--- src/pkg/frame_ctrl_pkg.sv ---
// package: register map, field layout, timing and carriers of the frame control block
`default_nettype none
package frame_ctrl_pkg;
	// register indices; byte address on the bus is four times the index
	localparam logic [5:0] IDX_EXT_LOW = 6'h08;
	localparam logic [5:0] IDX_EXT_MID = 6'h09;
	localparam logic [5:0] IDX_EXT_HIGH = 6'h0A;
	localparam logic [5:0] IDX_FRAME_CTRL = 6'h0C;
	localparam logic [5:0] IDX_IRQ_STATUS = 6'h10;
	localparam logic [5:0] IDX_IRQ_MASK = 6'h11;
	localparam logic [5:0] IDX_RSSI = 6'h12;

	// reset values
	localparam logic [7:0] EXT_RESET = 8'h00;
	localparam logic [7:0] FRAME_CTRL_RESET = 8'h40;
	localparam logic [7:0] RSSI_FLOOR = 8'h80;

	// frame control field positions
	localparam int FC_APPEND = 7;
	localparam int FC_HW_CRC = 6;
	localparam int FC_AUTO_ACK = 5;
	localparam int FC_PEAK_HOLD = 4;
	localparam int FC_RX_MODE_LSB = 2;
	localparam int FC_TX_MODE_LSB = 0;

	// receive and transmit mode encodings
	localparam logic [1:0] RX_NORMAL = 2'h0;
	localparam logic [1:0] RX_LOOP = 2'h2;
	localparam logic [1:0] RX_NO_SEARCH = 2'h3;
	localparam logic [1:0] TX_NORMAL = 2'h0;
	localparam logic [1:0] TX_LOOP = 2'h2;
	localparam logic [1:0] TX_PRBS = 2'h3;

	// interrupt status bit positions
	localparam int IRQ_W = 4;
	localparam int IRQ_RX_DONE = 0;
	localparam int IRQ_CRC_FAIL = 1;
	localparam int IRQ_TX_UNDERFLOW = 2;
	localparam int IRQ_ACK = 3;

	// crc-16 itu-t, bit-reversed polynomial, and the pseudo-random seed
	localparam logic [15:0] CRC_POLY_REV = 16'h8408;
	localparam logic [15:0] PRBS_SEED = 16'hFFFF;

	// acknowledgement delay: 12 symbols of 16 us
	localparam int ACK_DELAY_US = 192;
	localparam int CLK_PERIOD_NS = 4;
	localparam int ACK_DELAY_CYCLES = ACK_DELAY_US * 1000 / CLK_PERIOD_NS;

	typedef struct packed {
		logic valid;
		logic [7:0] data;
	} byte_in_s;

	typedef struct packed {
		logic valid;
		logic last;
		logic [7:0] data;
	} byte_out_s;

	typedef struct packed {
		logic [7:0] rssi;
		logic [6:0] correlation;
		logic [6:0] source_match_result_index;
		logic accepted;
		logic ackRequested;
	} rx_info_s;
endpackage
`default_nettype wire

--- src/verilog/frame_handling_control.sv ---
// frame handling control: match enables, frame control, rx status append, tx crc, auto ack
//
// Implementation choice: register access over Wishbone.
`default_nettype none
// Functional notes
// Hold twelve extended-entry match enables behind a 24-bit word.
// Word spread over three byte registers, low, mid, high, at rising addresses.
// Writes take entry n from bit 2n only; odd bits ignore writes.
// Reads return each entry's enable on both bits 2n and 2n+1.
// Host clears an entry's enable while rewriting that entry.
// Append select has no effect while hardware crc is off.
// Crc on, append 0: append rssi, then crc-pass flag with correlation.
// Crc on, append 1: append rssi, then crc-pass flag with match index.
// Crc on in transmit: generate crc-16 and append its two bytes.
// Crc off in transmit: host supplies last two bytes, else underflow.
// Crc on in receive: check crc, store status word in its place.
// Crc off in receive: store received crc bytes unchanged.
// Crc setting does not alter acknowledgement frame transmission.
// Auto ack: accepted, ack-requested, crc-good frames acked 12 symbols later.
// Peak-hold 0 reports latest signal strength, 1 reports peak since set.
// Rx mode: normal, reserved, fifo looping, or symbol search disabled.
// Tx mode: normal, reserved, cyclic fifo looping, or pseudo-random data.
module frame_handling_control #(
	parameter int ACK_CYCLES = frame_ctrl_pkg::ACK_DELAY_CYCLES
) (
	input wire logic mclk,
	input wire logic rst,
	input wire logic cyc_i,
	input wire logic stb_i,
	input wire logic we_i,
	input wire logic [7:0] adr_i,
	input wire logic [3:0] sel_i,
	input wire logic [31:0] dat_i,
	output logic [31:0] dat_o,
	output logic ack_o,
	input wire frame_ctrl_pkg::byte_in_s rxIn,
	input wire frame_ctrl_pkg::rx_info_s rxInfo,
	output frame_ctrl_pkg::byte_out_s rxOut,
	input wire logic rssiValid,
	input wire logic [7:0] rssiSample,
	input wire frame_ctrl_pkg::byte_in_s transmit_fifo,
	output logic txFifoPop,
	input wire logic txByteReq,
	output frame_ctrl_pkg::byte_out_s txOut,
	output logic [11:0] extMatchEnable,
	output logic rxFifoLoop,
	output logic symbolSearchOff,
	output logic txFifoLoop,
	output logic ackStart,
	output logic irq
);
	// one crc-16 step over a byte, lsb first
	function automatic logic [15:0] crc_step(input logic [15:0] c, input logic [7:0] d);
		logic [15:0] r;
		r = c;
		for (int i = 0; i < 8; i++) begin
			if (r[0] ^ d[i]) begin
				r = (r >> 1) ^ frame_ctrl_pkg::CRC_POLY_REV;
			end else begin
				r = r >> 1;
			end
		end
		return r;
	endfunction

	// read view of one byte of the enable word: each entry shown twice
	function automatic logic [7:0] ext_read(input logic [3:0] en);
		logic [7:0] r;
		r = '0;
		for (int j = 0; j < 4; j++) begin
			r[2*j] = en[j];
			r[2*j+1] = en[j];
		end
		return r;
	endfunction

	// write view: only the even bits carry enables
	function automatic logic [3:0] ext_write(input logic [7:0] b);
		logic [3:0] r;
		r = '0;
		for (int j = 0; j < 4; j++) begin
			r[j] = b[2*j];
		end
		return r;
	endfunction

	logic [11:0] extEnable_reg;
	logic [7:0] frameCtrl_reg, rssi_reg, wrByte, rdData;
	logic [frame_ctrl_pkg::IRQ_W-1:0] irqStatus_reg, irqMask_reg, irqEvent;
	logic peakSel_reg, busReq, busWrite, hwCrc, appendSel, autoAck, peakHold;
	logic [5:0] idx;
	logic [1:0] rxMode, txMode;
	logic [6:0] rxPos_reg, rxLen_reg, txPos_reg, txPos_next, txLen_reg, txLen_next;
	logic [15:0] rxCrc_reg, rxCrcNow, txCrc_reg, txCrc_next;
	logic rxEnd, crcOk, txUnder, ackArm, ackFire;
	frame_ctrl_pkg::byte_out_s rxOut_next, txOut_next;
	logic [31:0] ackCount_reg;

	// field view of the frame control register
	assign hwCrc = frameCtrl_reg[frame_ctrl_pkg::FC_HW_CRC];
	assign appendSel = frameCtrl_reg[frame_ctrl_pkg::FC_APPEND];
	assign autoAck = frameCtrl_reg[frame_ctrl_pkg::FC_AUTO_ACK];
	assign peakHold = frameCtrl_reg[frame_ctrl_pkg::FC_PEAK_HOLD];
	assign rxMode = frameCtrl_reg[frame_ctrl_pkg::FC_RX_MODE_LSB +: 2];
	assign txMode = frameCtrl_reg[frame_ctrl_pkg::FC_TX_MODE_LSB +: 2];

	// mode outputs; the reserved codes 01 behave as normal operation
	assign rxFifoLoop = (rxMode == frame_ctrl_pkg::RX_LOOP);
	assign symbolSearchOff = (rxMode == frame_ctrl_pkg::RX_NO_SEARCH);
	assign txFifoLoop = (txMode == frame_ctrl_pkg::TX_LOOP);
	assign extMatchEnable = extEnable_reg;
	assign irq = |(irqStatus_reg & irqMask_reg);

	// bus decode; the write lands on the edge where the master sees ack
	assign idx = adr_i[7:2];
	assign busReq = cyc_i & stb_i;
	assign busWrite = busReq & ack_o & we_i & sel_i[0];
	assign wrByte = dat_i[7:0];

	// read mux; unmapped indices read as zero
	always_comb begin
		rdData = '0;
		if (idx == frame_ctrl_pkg::IDX_EXT_LOW) begin
			rdData = ext_read(extEnable_reg[3:0]);
		end else if (idx == frame_ctrl_pkg::IDX_EXT_MID) begin
			rdData = ext_read(extEnable_reg[7:4]);
		end else if (idx == frame_ctrl_pkg::IDX_EXT_HIGH) begin
			rdData = ext_read(extEnable_reg[11:8]);
		end else if (idx == frame_ctrl_pkg::IDX_FRAME_CTRL) begin
			rdData = frameCtrl_reg;
		end else if (idx == frame_ctrl_pkg::IDX_IRQ_STATUS) begin
			rdData = {4'h0, irqStatus_reg};
		end else if (idx == frame_ctrl_pkg::IDX_IRQ_MASK) begin
			rdData = {4'h0, irqMask_reg};
		end else if (idx == frame_ctrl_pkg::IDX_RSSI) begin
			rdData = rssi_reg;
		end
	end

	// wishbone handshake: ack one cycle after the request, dropped the cycle after
	always_ff @(posedge mclk) begin
		if (rst) begin
			ack_o <= 1'b0;
			dat_o <= '0;
		end else begin
			ack_o <= busReq & ~ack_o;
			if (busReq & ~ack_o) begin
				dat_o <= {24'h00_0000, rdData};
			end
		end
	end

	// match enables: only even bits are stored, so odd bits cannot diverge
	always_ff @(posedge mclk) begin
		if (rst) begin
			extEnable_reg <= {3{frame_ctrl_pkg::EXT_RESET[3:0]}};
		end else if (busWrite) begin
			if (idx == frame_ctrl_pkg::IDX_EXT_LOW) begin
				extEnable_reg[3:0] <= ext_write(wrByte);
			end else if (idx == frame_ctrl_pkg::IDX_EXT_MID) begin
				extEnable_reg[7:4] <= ext_write(wrByte);
			end else if (idx == frame_ctrl_pkg::IDX_EXT_HIGH) begin
				extEnable_reg[11:8] <= ext_write(wrByte);
			end
		end
	end

	// frame control and interrupt mask registers
	always_ff @(posedge mclk) begin
		if (rst) begin
			frameCtrl_reg <= frame_ctrl_pkg::FRAME_CTRL_RESET;
			irqMask_reg <= '0;
		end else if (busWrite) begin
			if (idx == frame_ctrl_pkg::IDX_FRAME_CTRL) begin
				frameCtrl_reg <= wrByte;
			end else if (idx == frame_ctrl_pkg::IDX_IRQ_MASK) begin
				irqMask_reg <= wrByte[frame_ctrl_pkg::IRQ_W-1:0];
			end
		end
	end

	// sticky status, write one to clear; a new event wins over its clear
	always_ff @(posedge mclk) begin
		if (rst) begin
			irqStatus_reg <= '0;
		end else if (busWrite && idx == frame_ctrl_pkg::IDX_IRQ_STATUS) begin
			irqStatus_reg <= (irqStatus_reg & ~wrByte[frame_ctrl_pkg::IRQ_W-1:0]) | irqEvent;
		end else begin
			irqStatus_reg <= irqStatus_reg | irqEvent;
		end
	end

	// signal strength: latest sample, or peak since the hold bit rose
	always_ff @(posedge mclk) begin
		if (rst) begin
			rssi_reg <= frame_ctrl_pkg::RSSI_FLOOR;
			peakSel_reg <= 1'b0;
		end else begin
			peakSel_reg <= peakHold;
			if (peakHold & ~peakSel_reg) begin
				rssi_reg <= rssiValid ? rssiSample : frame_ctrl_pkg::RSSI_FLOOR;
			end else if (rssiValid) begin
				if (!peakHold || $signed(rssiSample) > $signed(rssi_reg)) begin
					rssi_reg <= rssiSample;
				end
			end
		end
	end

	// receive side: first byte is the length, the last two payload bytes are the crc
	assign rxCrcNow = crc_step(rxCrc_reg, rxIn.data);
	assign rxEnd = rxIn.valid && rxPos_reg != 7'd0 && rxPos_reg == rxLen_reg;
	assign crcOk = (rxCrcNow == 16'h0000); // residue over data plus crc is zero

	// substitute the status word for the crc bytes only when hardware crc is on
	always_comb begin
		rxOut_next.valid = rxIn.valid;
		rxOut_next.last = rxEnd;
		rxOut_next.data = rxIn.data;
		if (hwCrc && rxPos_reg != 7'd0) begin
			if (rxEnd) begin
				rxOut_next.data[7] = crcOk;
				if (appendSel) begin
					rxOut_next.data[6:0] = rxInfo.source_match_result_index;
				end else begin
					rxOut_next.data[6:0] = rxInfo.correlation;
				end
			end else if (rxPos_reg == rxLen_reg - 7'd1) begin
				rxOut_next.data = rxInfo.rssi;
			end
		end
	end

	// receive position and running crc
	always_ff @(posedge mclk) begin
		if (rst) begin
			rxPos_reg <= '0;
			rxLen_reg <= '0;
			rxCrc_reg <= '0;
			rxOut <= '0;
		end else begin
			rxOut <= rxOut_next;
			if (rxIn.valid) begin
				if (rxPos_reg == 7'd0) begin
					rxLen_reg <= rxIn.data[6:0];
					rxPos_reg <= (rxIn.data[6:0] != 7'd0) ? 7'd1 : 7'd0;
					rxCrc_reg <= '0;
				end else if (rxEnd) begin
					rxPos_reg <= '0;
				end else begin
					rxPos_reg <= rxPos_reg + 7'd1;
					rxCrc_reg <= rxCrcNow;
				end
			end
		end
	end

	// transmit side: one byte per request, from the fifo, the crc, or the prbs
	always_comb begin
		txOut_next = '0;
		txFifoPop = 1'b0;
		txUnder = 1'b0;
		txPos_next = txPos_reg;
		txLen_next = txLen_reg;
		txCrc_next = txCrc_reg;
		if (txByteReq) begin
			txOut_next.valid = 1'b1;
			if (txMode == frame_ctrl_pkg::TX_PRBS) begin
				// a zero state would lock the generator, so reseed it
				txCrc_next = crc_step((txCrc_reg == 16'h0000) ? frame_ctrl_pkg::PRBS_SEED
					: txCrc_reg, 8'h00);
				txOut_next.data = txCrc_next[7:0];
			end else if (txMode == frame_ctrl_pkg::TX_LOOP) begin
				// fifo reads cyclically outside; an empty fifo is not an error here
				txFifoPop = transmit_fifo.valid;
				txOut_next.data = transmit_fifo.data;
			end else if (hwCrc && txPos_reg != 7'd0 && txPos_reg >= txLen_reg - 7'd1) begin
				// crc bytes come from here, low byte first; the fifo is not read
				if (txPos_reg == txLen_reg) begin
					txOut_next.data = txCrc_reg[15:8];
					txOut_next.last = 1'b1;
					txPos_next = '0;
				end else begin
					txOut_next.data = txCrc_reg[7:0];
					txPos_next = txPos_reg + 7'd1;
				end
			end else if (!transmit_fifo.valid) begin
				txOut_next.valid = 1'b0;
				txUnder = 1'b1;
				txPos_next = '0;
			end else begin
				txFifoPop = 1'b1;
				txOut_next.data = transmit_fifo.data;
				if (txPos_reg == 7'd0) begin
					txLen_next = transmit_fifo.data[6:0];
					txPos_next = (transmit_fifo.data[6:0] != 7'd0) ? 7'd1 : 7'd0;
					txCrc_next = '0;
				end else if (txPos_reg == txLen_reg) begin
					txOut_next.last = 1'b1;
					txPos_next = '0;
				end else begin
					txCrc_next = crc_step(txCrc_reg, transmit_fifo.data);
					txPos_next = txPos_reg + 7'd1;
				end
			end
		end
	end

	// transmit state
	always_ff @(posedge mclk) begin
		if (rst) begin
			txPos_reg <= '0;
			txLen_reg <= '0;
			txCrc_reg <= '0;
			txOut <= '0;
		end else begin
			txPos_reg <= txPos_next;
			txLen_reg <= txLen_next;
			txCrc_reg <= txCrc_next;
			txOut <= txOut_next;
		end
	end

	// auto ack timer; the crc check here runs whatever the hardware crc bit says
	assign ackArm = rxEnd & autoAck & rxInfo.accepted & rxInfo.ackRequested & crcOk;
	assign ackFire = (ackCount_reg == 32'h0000_0001);

	// counts down from the ack delay, pulses ackStart as it expires
	always_ff @(posedge mclk) begin
		if (rst) begin
			ackCount_reg <= '0;
			ackStart <= 1'b0;
		end else begin
			ackStart <= ackFire;
			if (ackArm) begin
				ackCount_reg <= 32'(ACK_CYCLES);
			end else if (ackCount_reg != 32'h0000_0000) begin
				ackCount_reg <= ackCount_reg - 32'h0000_0001;
			end
		end
	end

	// events that feed the sticky status
	assign irqEvent[frame_ctrl_pkg::IRQ_RX_DONE] = rxEnd;
	assign irqEvent[frame_ctrl_pkg::IRQ_CRC_FAIL] = rxEnd & ~crcOk;
	assign irqEvent[frame_ctrl_pkg::IRQ_TX_UNDERFLOW] = txUnder;
	assign irqEvent[frame_ctrl_pkg::IRQ_ACK] = ackFire;
endmodule
`default_nettype wire

--- config.mk ---
export PLATFORM = sky130hd
export DESIGN_NAME = frame_handling_control
export DESIGN_NICKNAME = d
export VERILOG_FILES = /design/src/pkg/frame_ctrl_pkg.sv /design/src/verilog/frame_handling_control.sv
export SDC_FILE = /design/constraint.sdc
export NUM_CORES = 1
export LEC_CHECK = 0
export BUFFER_PORTS_ARGS = -buffer_cell sky130_fd_sc_hd__clkbuf_2
export CAP_MARGIN = 10
export CORE_MARGIN = 1
export CORE_UTILIZATION = 56
export DETAILED_ROUTE_END_ITERATION = 10
export HOLD_SLACK_MARGIN = 0.03
export PLACE_DENSITY = 0.85
export SYNTH_ARGS = -nofsm -noshare
export SYNTH_HDL_FRONTEND = slang
export SYNTH_SLANG_ARGS = --single-unit
--- constraint.sdc ---
create_clock -name mclk -period 3.19 [get_ports mclk]
set_clock_uncertainty 0.2 [all_clocks]
set_input_delay 0.319 -clock mclk [delete_from_list [all_inputs] [get_ports mclk]]
set_output_delay 0.319 -clock mclk [all_outputs]
set_load 0.01 [all_outputs]
==> impl_metrics.yaml, run 1 <==
die:
  die_x_um: 130
  dieArea_um2: 16900
  ios: 172
  rows: 46
  start_util_pct: 57.5
  die_height_um: 130
  fp.coreArea_um2: 15900
run_status:
  status: "finished, violations left"
  failed_checks: "negative setup slack"
flow_run:
  maxCapViolations: 0
drt:
  routed_wl_um: 25000
  drtPass1Iterations: 6
  via_per_inst: 6.01
  drtIter0Drc: 1029
  ant_nets: 0
  wl_per_cell_um: 17.1
  route.detailed.drc: 0
  vias: 8829
worst_setup_path:
  cp_slowest_cell: "o311a_4"
  worstPathRequired_ns: 3.31
  cpMostUsedCell: "buf_4"
  max_stage_delay_ns: 0.37
  crit_type: "flip-flop to flip-flop"
  crit_buf_inv: 6
  cp.arrival_ns: 3.35
  reg2reg_from: "txLen_reg[0]"
  critical-path-top-delay-family: "compound AO/OA/AOI/OAI gates"
  path_cells: "inv_4 > ha_4 > nand2_4 > xor2_2 > ha_1 > buf_4 > buf_4 > a41oi_4 > buf_4 > buf_4 > o311a_4 > o221ai_4 > buf_12 > mux2_2"
  cp-startpoint: "txLen_reg[0]"
  start_kind: "flip-flop"
  crit_path_end_kind: "flip-flop"
  cp_max_fo: 7
logic_synthesis:
  yosys.area_share.simple_pct: 22.5
  yosysSeqAreaShare_pct: 34.7
  ys_warn_count: 0
  synthCells: 1103
  netlist_area_um2: 9170
  synthAdderAreaFrac_pct: 3.14
  synth_compound_area_share_pct: 16.9
  synth_top_family_by_area: "simple AND/OR/NAND/NOR gates"
  muxShareOfSynthArea_pct: 6.11
  yosys.area_share.xor_xnor_pct: 10.6
  synth-edff-count: 0
  synth_flop_cell: "dfxtp_1"
  ys_ff_latch: 159
  async_flop_share_pct: 0
  syn_avg_cell_area_um2: 8.31
  synthDistinctLibCells: 76
finish:
  design_area_um2: 11000
  largest_reg_flops: 32
  syn_to_final_growth_pct: 20.4
  drive_gt1_share_pct: 19.9
  n_antenna_cell: 0
  nFillCells: 1205
  nets: 1364
clocking:
  clkLatencyLatePin_ns: 0.43
  clkTransAtPathRegs_ns: 0.06
  cts_root_buffer: "clkbuf_16"
  cts_tree: "done"
  clock-sinks: 159
  cts_max_path_buffers: 2
  numCtsBuffers: 17
  htree_levels: 4
timing:
  hold_violations: 0
  final_max_slew_viol_count: 0
  fin_crit_ns: 3.22
  max_freq_mhz: 310
  relSlewSlack_pct: 51.5
  finalSetupViolCount: 6
  worst_slack_ns: -0.0311
  hold_ws_ns: 0.0388
  period_share_pct: 101
  worst_pin_slew_ns: 0.724
  rsz0062_at_grt: "true"
grt:
  grt_pass1_vias: 8064
  grt_usage_pct: 30.1
  grt_pass1_wl_um: 39900
  grt_remaining_overflow: 0
  grt_antenna_before_repair: 0
  grt_max_degree: 136
placed_design:
  portBuffers: 118
  gp_congestion: 0.941
  dp_hpwl_um: 16700
  placed_cell_area_um2: 9890
  pre_cts_ws_ns: 0.0508
power_and_ir_drop:
  p_per_area_nw_per_um2: 604
  ir_worst_vdd_uv: 445
  p_leak_nw: 4.59
  p_sw_share_pct: 32.9
  p_int_mw: 4.48
  seq_power_share_pct: 35.6
  clockPowerShare_pct: 32.7
  p_switching_mw: 2.20
  combPwrFrac_pct: 31.6
min_path:
  min_from: "rssiValid"
  worstHoldPathType: "input pin to flip-flop"
-- tightest hold or removal path, delay by kind of cell --
kind	cells	cell delay, ns
AO/OA/AOI/OAI	2	0.17
buffers and inverters	1	0.13
-- worst paths after layout --
kind                            to  slack [ns]  cells after the start
setup / recovery     txCrc_reg[13]       -0.03                     14
hold / removal         rssi_reg[0]        0.04                      3
setup reg to reg     txCrc_reg[13]       -0.03                     14
hold reg to reg   irqStatus_reg[0]        0.27                      2
-- cells in the final DEF (no fill, tap or decap), drive strengths merged, types with 11 or more instances in the layout --
cell         count
a211oi          13
mux2i           47
nor2           100
a22oi           22
conb            24
dlygate4sd3     27
xnor2           57
inv             29
a31oi           17
nor2b           16
a21oi           76
o21ai           38
nor4            16
buf             42
nand3           42
dfxtp          159
nand4           11
clkbuf         138
nor3            48
and3            11
ha              23
xor2            46
nand2          109
-- cell type report --
| type | instances | area [um2] | share of cell area [%] |
|---|---|---|---|
| Clock inverter | 10 | 186 | 1.69 |
| Sequential cell | 159 | 3190 | 28.9 |
| Timing Repair Buffer | 186 | 1220 | 11.0 |
| Inverter | 28 | 108 | 0.975 |
| Tap cell | 216 | 270 | 2.45 |
| Multi-Input combinational cell | 848 | 5630 | 51.0 |
| Clock buffer | 21 | 440 | 3.99 |
-- metal layers --
layer	part of all wire [%]	up-vias	track usage, %
li1	-	4153	-
met1	43	4203	39.1
met2	47	406	49.3
met3	7.3	67	5.74
met4	2.6	0	11.7
met5	0	-	0
-- metrics by stage --
step           setup TNS, ns  std cells  utilization, %  power, mW
6_report              -0.145       1468            69.3       6.67
5_1_grt                -1.04       1468            69.3       7.04
4_1_cts                    0       1456            68.0       6.63
3_5_place_dp               0       1394            62.0       4.40
3_3_place_gp               0       1394            62.0       4.33
2_1_floorplan              0       1126               -       3.98
-- synth_stat cells (27+ instances only) --
cell      instances  share of area [%]
dfxtp_1         159                 35
nand2_1         109                4.5
nor2_1           99                4.1
a21oi_1          70                3.8
clkbuf_1         56                2.3
xnor2_1          52                5.0
mux2i_1          47                5.1
nor3_1           47                2.6
xor2_1           46                4.4
nand3_1          42                2.3
o21ai_0          38                2.1
inv_1            27                1.1
-- logic make-up after synthesis --
logic type | Yosys count
buf+inv | 119
mux | 55
flops | 159
other cells | 1
fa+ha+maj | 23
compound gates | 232
xor+xnor | 104
simple gates | 410
-- what timing repair did --
item / CTS / global route
hold buffers: 27 / 0
endpoints found under the hold margin: 41 / 0
pin swaps: 3 / 9
cloned: 0 / 1
gates resized for setup: 8 / 19
buffers inserted: 4 / 11
setup endpoints to repair: 2 / 19
-- power groups by stage --
stage                     registers [mW]  clock network (mW)  logic [mW]
after global routing                2.40                2.29        2.35
after detailed placement            2.41                   0        1.99
after CTS                           2.37                2.20        2.05
after floorplan                     2.38                   0        1.60
after global placement              2.40                   0        1.93
final                               2.38                2.18        2.11
Power figures use the tool's default switching activity.
==> run 2: changes to the inputs <==
--- a/config.mk
+++ b/config.mk
@@ -5,13 +5,14 @@
 export SDC_FILE = /design/constraint.sdc
 export NUM_CORES = 1
 export LEC_CHECK = 0
+export ABC_AREA = 1
 export BUFFER_PORTS_ARGS = -buffer_cell sky130_fd_sc_hd__clkbuf_2
 export CAP_MARGIN = 10
 export CORE_MARGIN = 1
-export CORE_UTILIZATION = 56
+export CORE_UTILIZATION = 57
 export DETAILED_ROUTE_END_ITERATION = 10
 export HOLD_SLACK_MARGIN = 0.03
-export PLACE_DENSITY = 0.85
+export PLACE_DENSITY = 0.86
 export SYNTH_ARGS = -nofsm -noshare
 export SYNTH_HDL_FRONTEND = slang
 export SYNTH_SLANG_ARGS = --single-unit
==> impl_metrics.yaml, run 2 <==
run_status:
  status: "completed"
timing:
  final_max_slew_viol_count: 0
  hold_violations: 0
  finalSetupViolCount: 0
  worst_pin_slew_ns: 0.721
  fin_crit_ns: 3.05
  fin_tns_setup_ns: 0
  relSlewSlack_pct: 51.8
  period_share_pct: 95.6
  max_freq_mhz: 328
  hold_ws_ns: 0.0390
logic_synthesis:
  synth_top_area_share_pct: 32.6
  ys_warn_count: 0
  synth_flop_cell: "dfxtp_1"
  synth_common_cells: "nand2_1 (393), nor2_1 (195), dfxtp_1 (159)"
  synthDistinctLibCells: 47
  yosysTopAreaCell: "dfxtp_1"
  synthMostInstantiatedCell: "nand2_1"
  synth-edff-count: 0
  synthCells: 1495
  netlist_area_um2: 9770
  ys_ff_latch: 159
  synthTopCellsByArea: "dfxtp_1 (33%), nand2_1 (15%), nor2_1 (7.5%)"
  async_flop_share_pct: 0
  syn_avg_cell_area_um2: 6.54
  yosysSeqAreaShare_pct: 32.6
drt:
  drtIter0Drc: 847
  drtPass1Iterations: 6
  route.detailed.drc: 0
  wl_per_cell_um: 14.0
  ant_nets: 0
  vias: 9913
  via_per_inst: 5.38
  routed_wl_um: 25800
min_path:
  min_from: "rxIn[3]"
  holdPathStages: 3
  worstHoldPathType: "input pin to flip-flop"
  hold_end: "rxLen_reg[3]"
finish:
  drive_gt1_share_pct: 13.9
  final_common_cell: "nand2_1"
  largest_reg_flops: 32
  n_antenna_cell: 0
  final_cell_mix: "nand2_1 (392), nor2_1 (195), dfxtp_1 (159), inv_1 (146), a21oi_1 (131)"
  nets: 1734
  syn_to_final_growth_pct: 13.9
worst_setup_path:
  start_kind: "flip-flop"
  path_cells: "inv_2 > ha_2 > nand2_1 > nor3_2 > xor2_1 > ha_1 > a21o_1 > nor2_1 > nand3_2 > nand2_4 > o2111ai_1 > inv_1 > clkbuf_2"
  cp_slowest_cell: "dfxtp_1"
  crit_type: "flip-flop to primary output"
  max_stage_delay_ns: 0.32
  worstPathRequired_ns: 2.67
  cp_max_fo: 4
  rr_worst_depth: 16
  ff2ff_setup_slack_ns: 0.36
  crit_path_end_kind: "primary output"
  cp.arrival_ns: 2.53
  reg2reg_from: "txLen_reg[1]"
  r2r_end: "txCrc_reg[4]"
die:
  dieArea_um2: 17700
  fp.coreArea_um2: 16600
  rows: 47
  die_x_um: 133
  start_util_pct: 58.7
  ios: 172
  die_height_um: 133
clocking:
  htree_levels: 4
  cts_max_path_buffers: 2
  cts_tree: "done"
  numCtsBuffers: 17
  clock-sinks: 159
  cts_root_buffer: "clkbuf_16"
  clkTransAtPathRegs_ns: 0.06
  clkLatencyLatePin_ns: 0.43
grt:
  grt_usage_pct: 30.0
  grt_max_degree: 49
  grt_busiest_layer: "met2"
  grt_antenna_before_repair: 0
  grt_remaining_overflow: 0
  grt_pass1_wl_um: 43500
  grt_util_met1_pct: 38.4
  grt_pass1_vias: 9377
  gr-usage-met3_pct: 4.83
  grt.met2_usage_pct: 49.9
power_and_ir_drop:
  ir_worst_vdd_uv: 419
  p_per_area_nw_per_um2: 572
  p_leak_nw: 5.37
flow_run:
  maxCapViolations: 0
placed_design:
  portBuffers: 118
  dp_hpwl_um: 19200
  gp_congestion: 0.942
-- run 2: changes by cell type in the layout (fill, tap and decap cells not counted), moves of 29 or more --
cell	before	now
nor2_1	96	195
mux2i_1	47	0
nand3_1	42	71
o21ai_0	37	69
a21oi_1	70	131
inv_1	26	146
nand2_1	108	392
-- run 2: power breakdown --
part	switching (mW)	leakage, nW	internal, mW
registers	0.190	1.30	2.18
clock network	0.881	0.279	1.11
logic	1.27	3.79	0.735
-- run 2: stage by stage --
stage	area, um2	total power, mW	cells	utilization [%]	worst slack (ns)
5_1_grt	11100	6.78	1843	66.9	-0.0291
2_1_floorplan	9860	3.95	1518	-	0.627
6_report	11100	6.37	1843	66.9	0.142
3_3_place_gp	10400	4.31	1798	62.5	0.338
3_5_place_dp	10400	4.36	1798	62.5	0.250
4_1_cts	11100	6.35	1843	66.8	0.0555
-- run 2: routing by layer --
metal	wire, um	up-vias
met3	1790	62
li1	-	4984
met1	11300	4480
met2	12000	387
met4	673	0
met5	0	-
-- run 2: repair_timing --
item,in CTS,in global routing
setup endpoints to repair,1,1
pin swaps,1,1
setup buffers,1,0
hold endpoints to repair,15,0
hold buffers,12,0
resized for setup,2,6
-- run 2: cell type report --
| type | instances | area, um2 |
|---|---|---|
| clock inverter | 14 | 133 |
| multi-input combinational | 1129 | 5680 |
| inverter | 162 | 611 |
| timing repair buffer | 141 | 806 |
| clock buffer | 18 | 439 |
| fill | 1424 | 5510 |
| sequential | 159 | 3180 |
| tap | 220 | 275 |
-- run 2: cell families after synthesis --
| logic type | count (synthesis) | synth area share (%) |
|---|---|---|
| XOR/XNOR | 70 | 6.35 |
| buffers and inverters | 230 | 10.4 |
| AND/OR/NAND/NOR | 780 | 34.9 |
| AO/OA/AOI/OAI | 232 | 12.7 |
| adder cells (fa/ha/maj) | 23 | 2.94 |
| flip-flops | 159 | 32.6 |
| other | 1 | 0.0384 |
-- run 2: critical path: cells and delay by family (launching register included) --
family          cells  cell delay [ns]
compound gates      2             0.28
xor+xnor            1             0.17
fa+ha+maj           2             0.45
buf+inv             3             0.28
flops               1             0.32
simple gates        5             0.60
-- run 2: worst max-delay path by stage --
| stage | from | slack (ns) | endpoint | depth (start not counted) |
|---|---|---|---|---|
| final | txLen_reg[1] | 0.14 | txFifoPop | 13 |
| after global routing | txLen_reg[1] | -0.03 | txFifoPop | 13 |
| after CTS | txLen_reg[0] | 0.06 | txFifoPop | 13 |
| after detailed placement | txLen_reg[0] | 0.25 | txCrc_reg[10] | 15 |
| after global placement | txLen_reg[1] | 0.34 | txCrc_reg[3] | 15 |
| after floorplan | txLen_reg[1] | 0.63 | txFifoPop | 13 |
==> run 3: changes to the inputs <==
--- a/config.mk
+++ b/config.mk
@@ -10,6 +10,7 @@
 export CAP_MARGIN = 10
 export CORE_MARGIN = 1
 export CORE_UTILIZATION = 57
+export CTS_BUF_LIST = sky130_fd_sc_hd__clkbuf_16
 export DETAILED_ROUTE_END_ITERATION = 10
 export HOLD_SLACK_MARGIN = 0.03
 export PLACE_DENSITY = 0.86
==> impl_metrics.yaml, run 3 (synthesized netlist as in run 2, its figures left out) <==
run_status:
  status: "completed"
placed_design:
  portBuffers: 118
  gp_congestion: 0.942
  dp_hpwl_um: 19200
  dp.cells: 1798
  placed_cell_area_um2: 10400
clocking:
  clock-sinks: 159
  cts_tree: "done"
  clkLatencyLatePin_ns: 0.43
  cts_max_path_buffers: 2
  numCtsBuffers: 17
  clkTransAtPathRegs_ns: 0.07
  cts_root_buffer: "clkbuf_16"
  htree_levels: 4
worst_setup_path:
  r2r_end: "txCrc_reg[4]"
  cp-endpoint: "txFifoPop"
  reg2reg_from: "txLen_reg[1]"
  start_kind: "flip-flop"
  cp-startpoint: "txLen_reg[1]"
  ff2ff_setup_slack_ns: 0.37
  max_stage_delay_ns: 0.32
  cp_slowest_cell: "dfxtp_1"
  cp.arrival_ns: 2.53
  crit_path_end_kind: "primary output"
  crit_buf_inv: 3
  worst-path-stages: 13
  critical-path-top-delay-family: "simple AND/OR/NAND/NOR gates"
  worstPathRequired_ns: 2.67
  path_cells: "inv_2 > ha_2 > nand2_1 > nor3_2 > xor2_1 > ha_1 > a21o_1 > nor2_1 > nand3_2 > nand2_4 > o2111ai_1 > inv_1 > clkbuf_2"
  rr_worst_depth: 16
  crit_type: "flip-flop to primary output"
  cp_max_fo: 4
finish:
  drive_gt1_share_pct: 13.8
  final_cell_mix: "nand2_1 (392), nor2_1 (195), dfxtp_1 (159), inv_1 (146), a21oi_1 (131)"
  design_area_um2: 11100
  syn_to_final_growth_pct: 13.8
  largest_reg_flops: 32
  final_cells: 1843
  n_antenna_cell: 0
  final_common_cell: "nand2_1"
  nets: 1734
grt:
  grt_util_met1_pct: 38.5
  grt_antenna_before_repair: 0
  grt_pass1_vias: 9335
  grt_max_degree: 49
  grt_remaining_overflow: 0
  gr-usage-met3_pct: 4.87
  grt.met2_usage_pct: 49.8
  grt_usage_pct: 29.9
  grt_busiest_layer: "met2"
  grt_pass1_wl_um: 43500
die:
  fp.coreArea_um2: 16600
  ios: 172
  dieArea_um2: 17700
  start_util_pct: 58.7
  die_x_um: 133
  rows: 47
  die_height_um: 133
power_and_ir_drop:
  p_per_area_nw_per_um2: 570
  p_leak_nw: 5.36
  ir_worst_vdd_uv: 420
  power_mw: 6.34
drt:
  ant_nets: 0
  via_per_inst: 5.39
  route.detailed.drc: 0
  vias: 9934
  drtPass1Iterations: 5
  wl_per_cell_um: 14.0
  drtIter0Drc: 917
  routed_wl_um: 25800
timing:
  period_share_pct: 95.5
  max_freq_mhz: 328
  worst_pin_slew_ns: 0.748
  final_max_slew_viol_count: 0
  fin_tns_setup_ns: 0
  finalSetupViolCount: 0
  relSlewSlack_pct: 49.9
  fin_crit_ns: 3.05
  hold_ws_ns: 0.0427
  hold_violations: 0
flow_run:
  maxCapViolations: 0
min_path:
  worstHoldPathType: "input pin to flip-flop"
[run 3: final cells by class]
class	instances	area (um2)
Clock inverter	15	136
Clock buffer	17	425
Tap cell	220	275
Fill cell	1427	5520
Timing Repair Buffer	141	806
Inverter	162	611
Multi-Input combinational cell	1129	5680
Sequential cell	159	3180
[run 3: routing by layer]
metal / vias up / wire, um / part of all wire (%)
li1: 4981 / - / -
met4: 0 / 696 / 2.7
met1: 4513 / 11400 / 44
met3: 61 / 1830 / 7.1
met5: - / 0 / 0
met2: 379 / 11900 / 46
[run 3: what timing repair did]
item,CTS,global route
setup endpoints to repair,1,1
gates resized for setup,2,6
hold buffers,12,0
setup buffers,1,0
endpoints found under the hold margin,15,0
gates cloned,0,0
pin swaps,1,1
[run 3: power by group]
group / internal [mW] / leakage [nW] / switching (mW)
clock network: 1.08 / 0.274 / 0.880
registers: 2.18 / 1.30 / 0.190
logic: 0.735 / 3.79 / 1.27
total: 4.00 / 5.36 / 2.34
[run 3: through the flow]
| stage | utilization (%) | setup WS, ns |
|---|---|---|
| floorplan | - | 0.627 |
| global placement | 62.5 | 0.338 |
| detailed placement | 62.5 | 0.250 |
| CTS | 66.7 | 0.0555 |
| global route | 66.8 | -0.0291 |
| finish | 66.8 | 0.143 |
[run 3: how the worst min path moves through the flow]
stage	from	endpoint	slack (ns)	depth (start not counted)
after global routing	rxIn[3]	rxLen_reg[3]	0.05	3
after global placement	rssi_reg[7]	rssi_reg[7]	0.24	2
after CTS	rxIn[3]	rxLen_reg[3]	0.03	3
after detailed placement	rssi_reg[7]	rssi_reg[7]	0.25	2
final	rxIn[3]	rxLen_reg[3]	0.04	3
after floorplan	rssi_reg[7]	rssi_reg[7]	0.23	2
[run 3: tightest hold or removal path, cell delays in order]
cell and delay, ns:
clkbuf_2 0.12, inv_2 0.11, a21oi_1 0.07
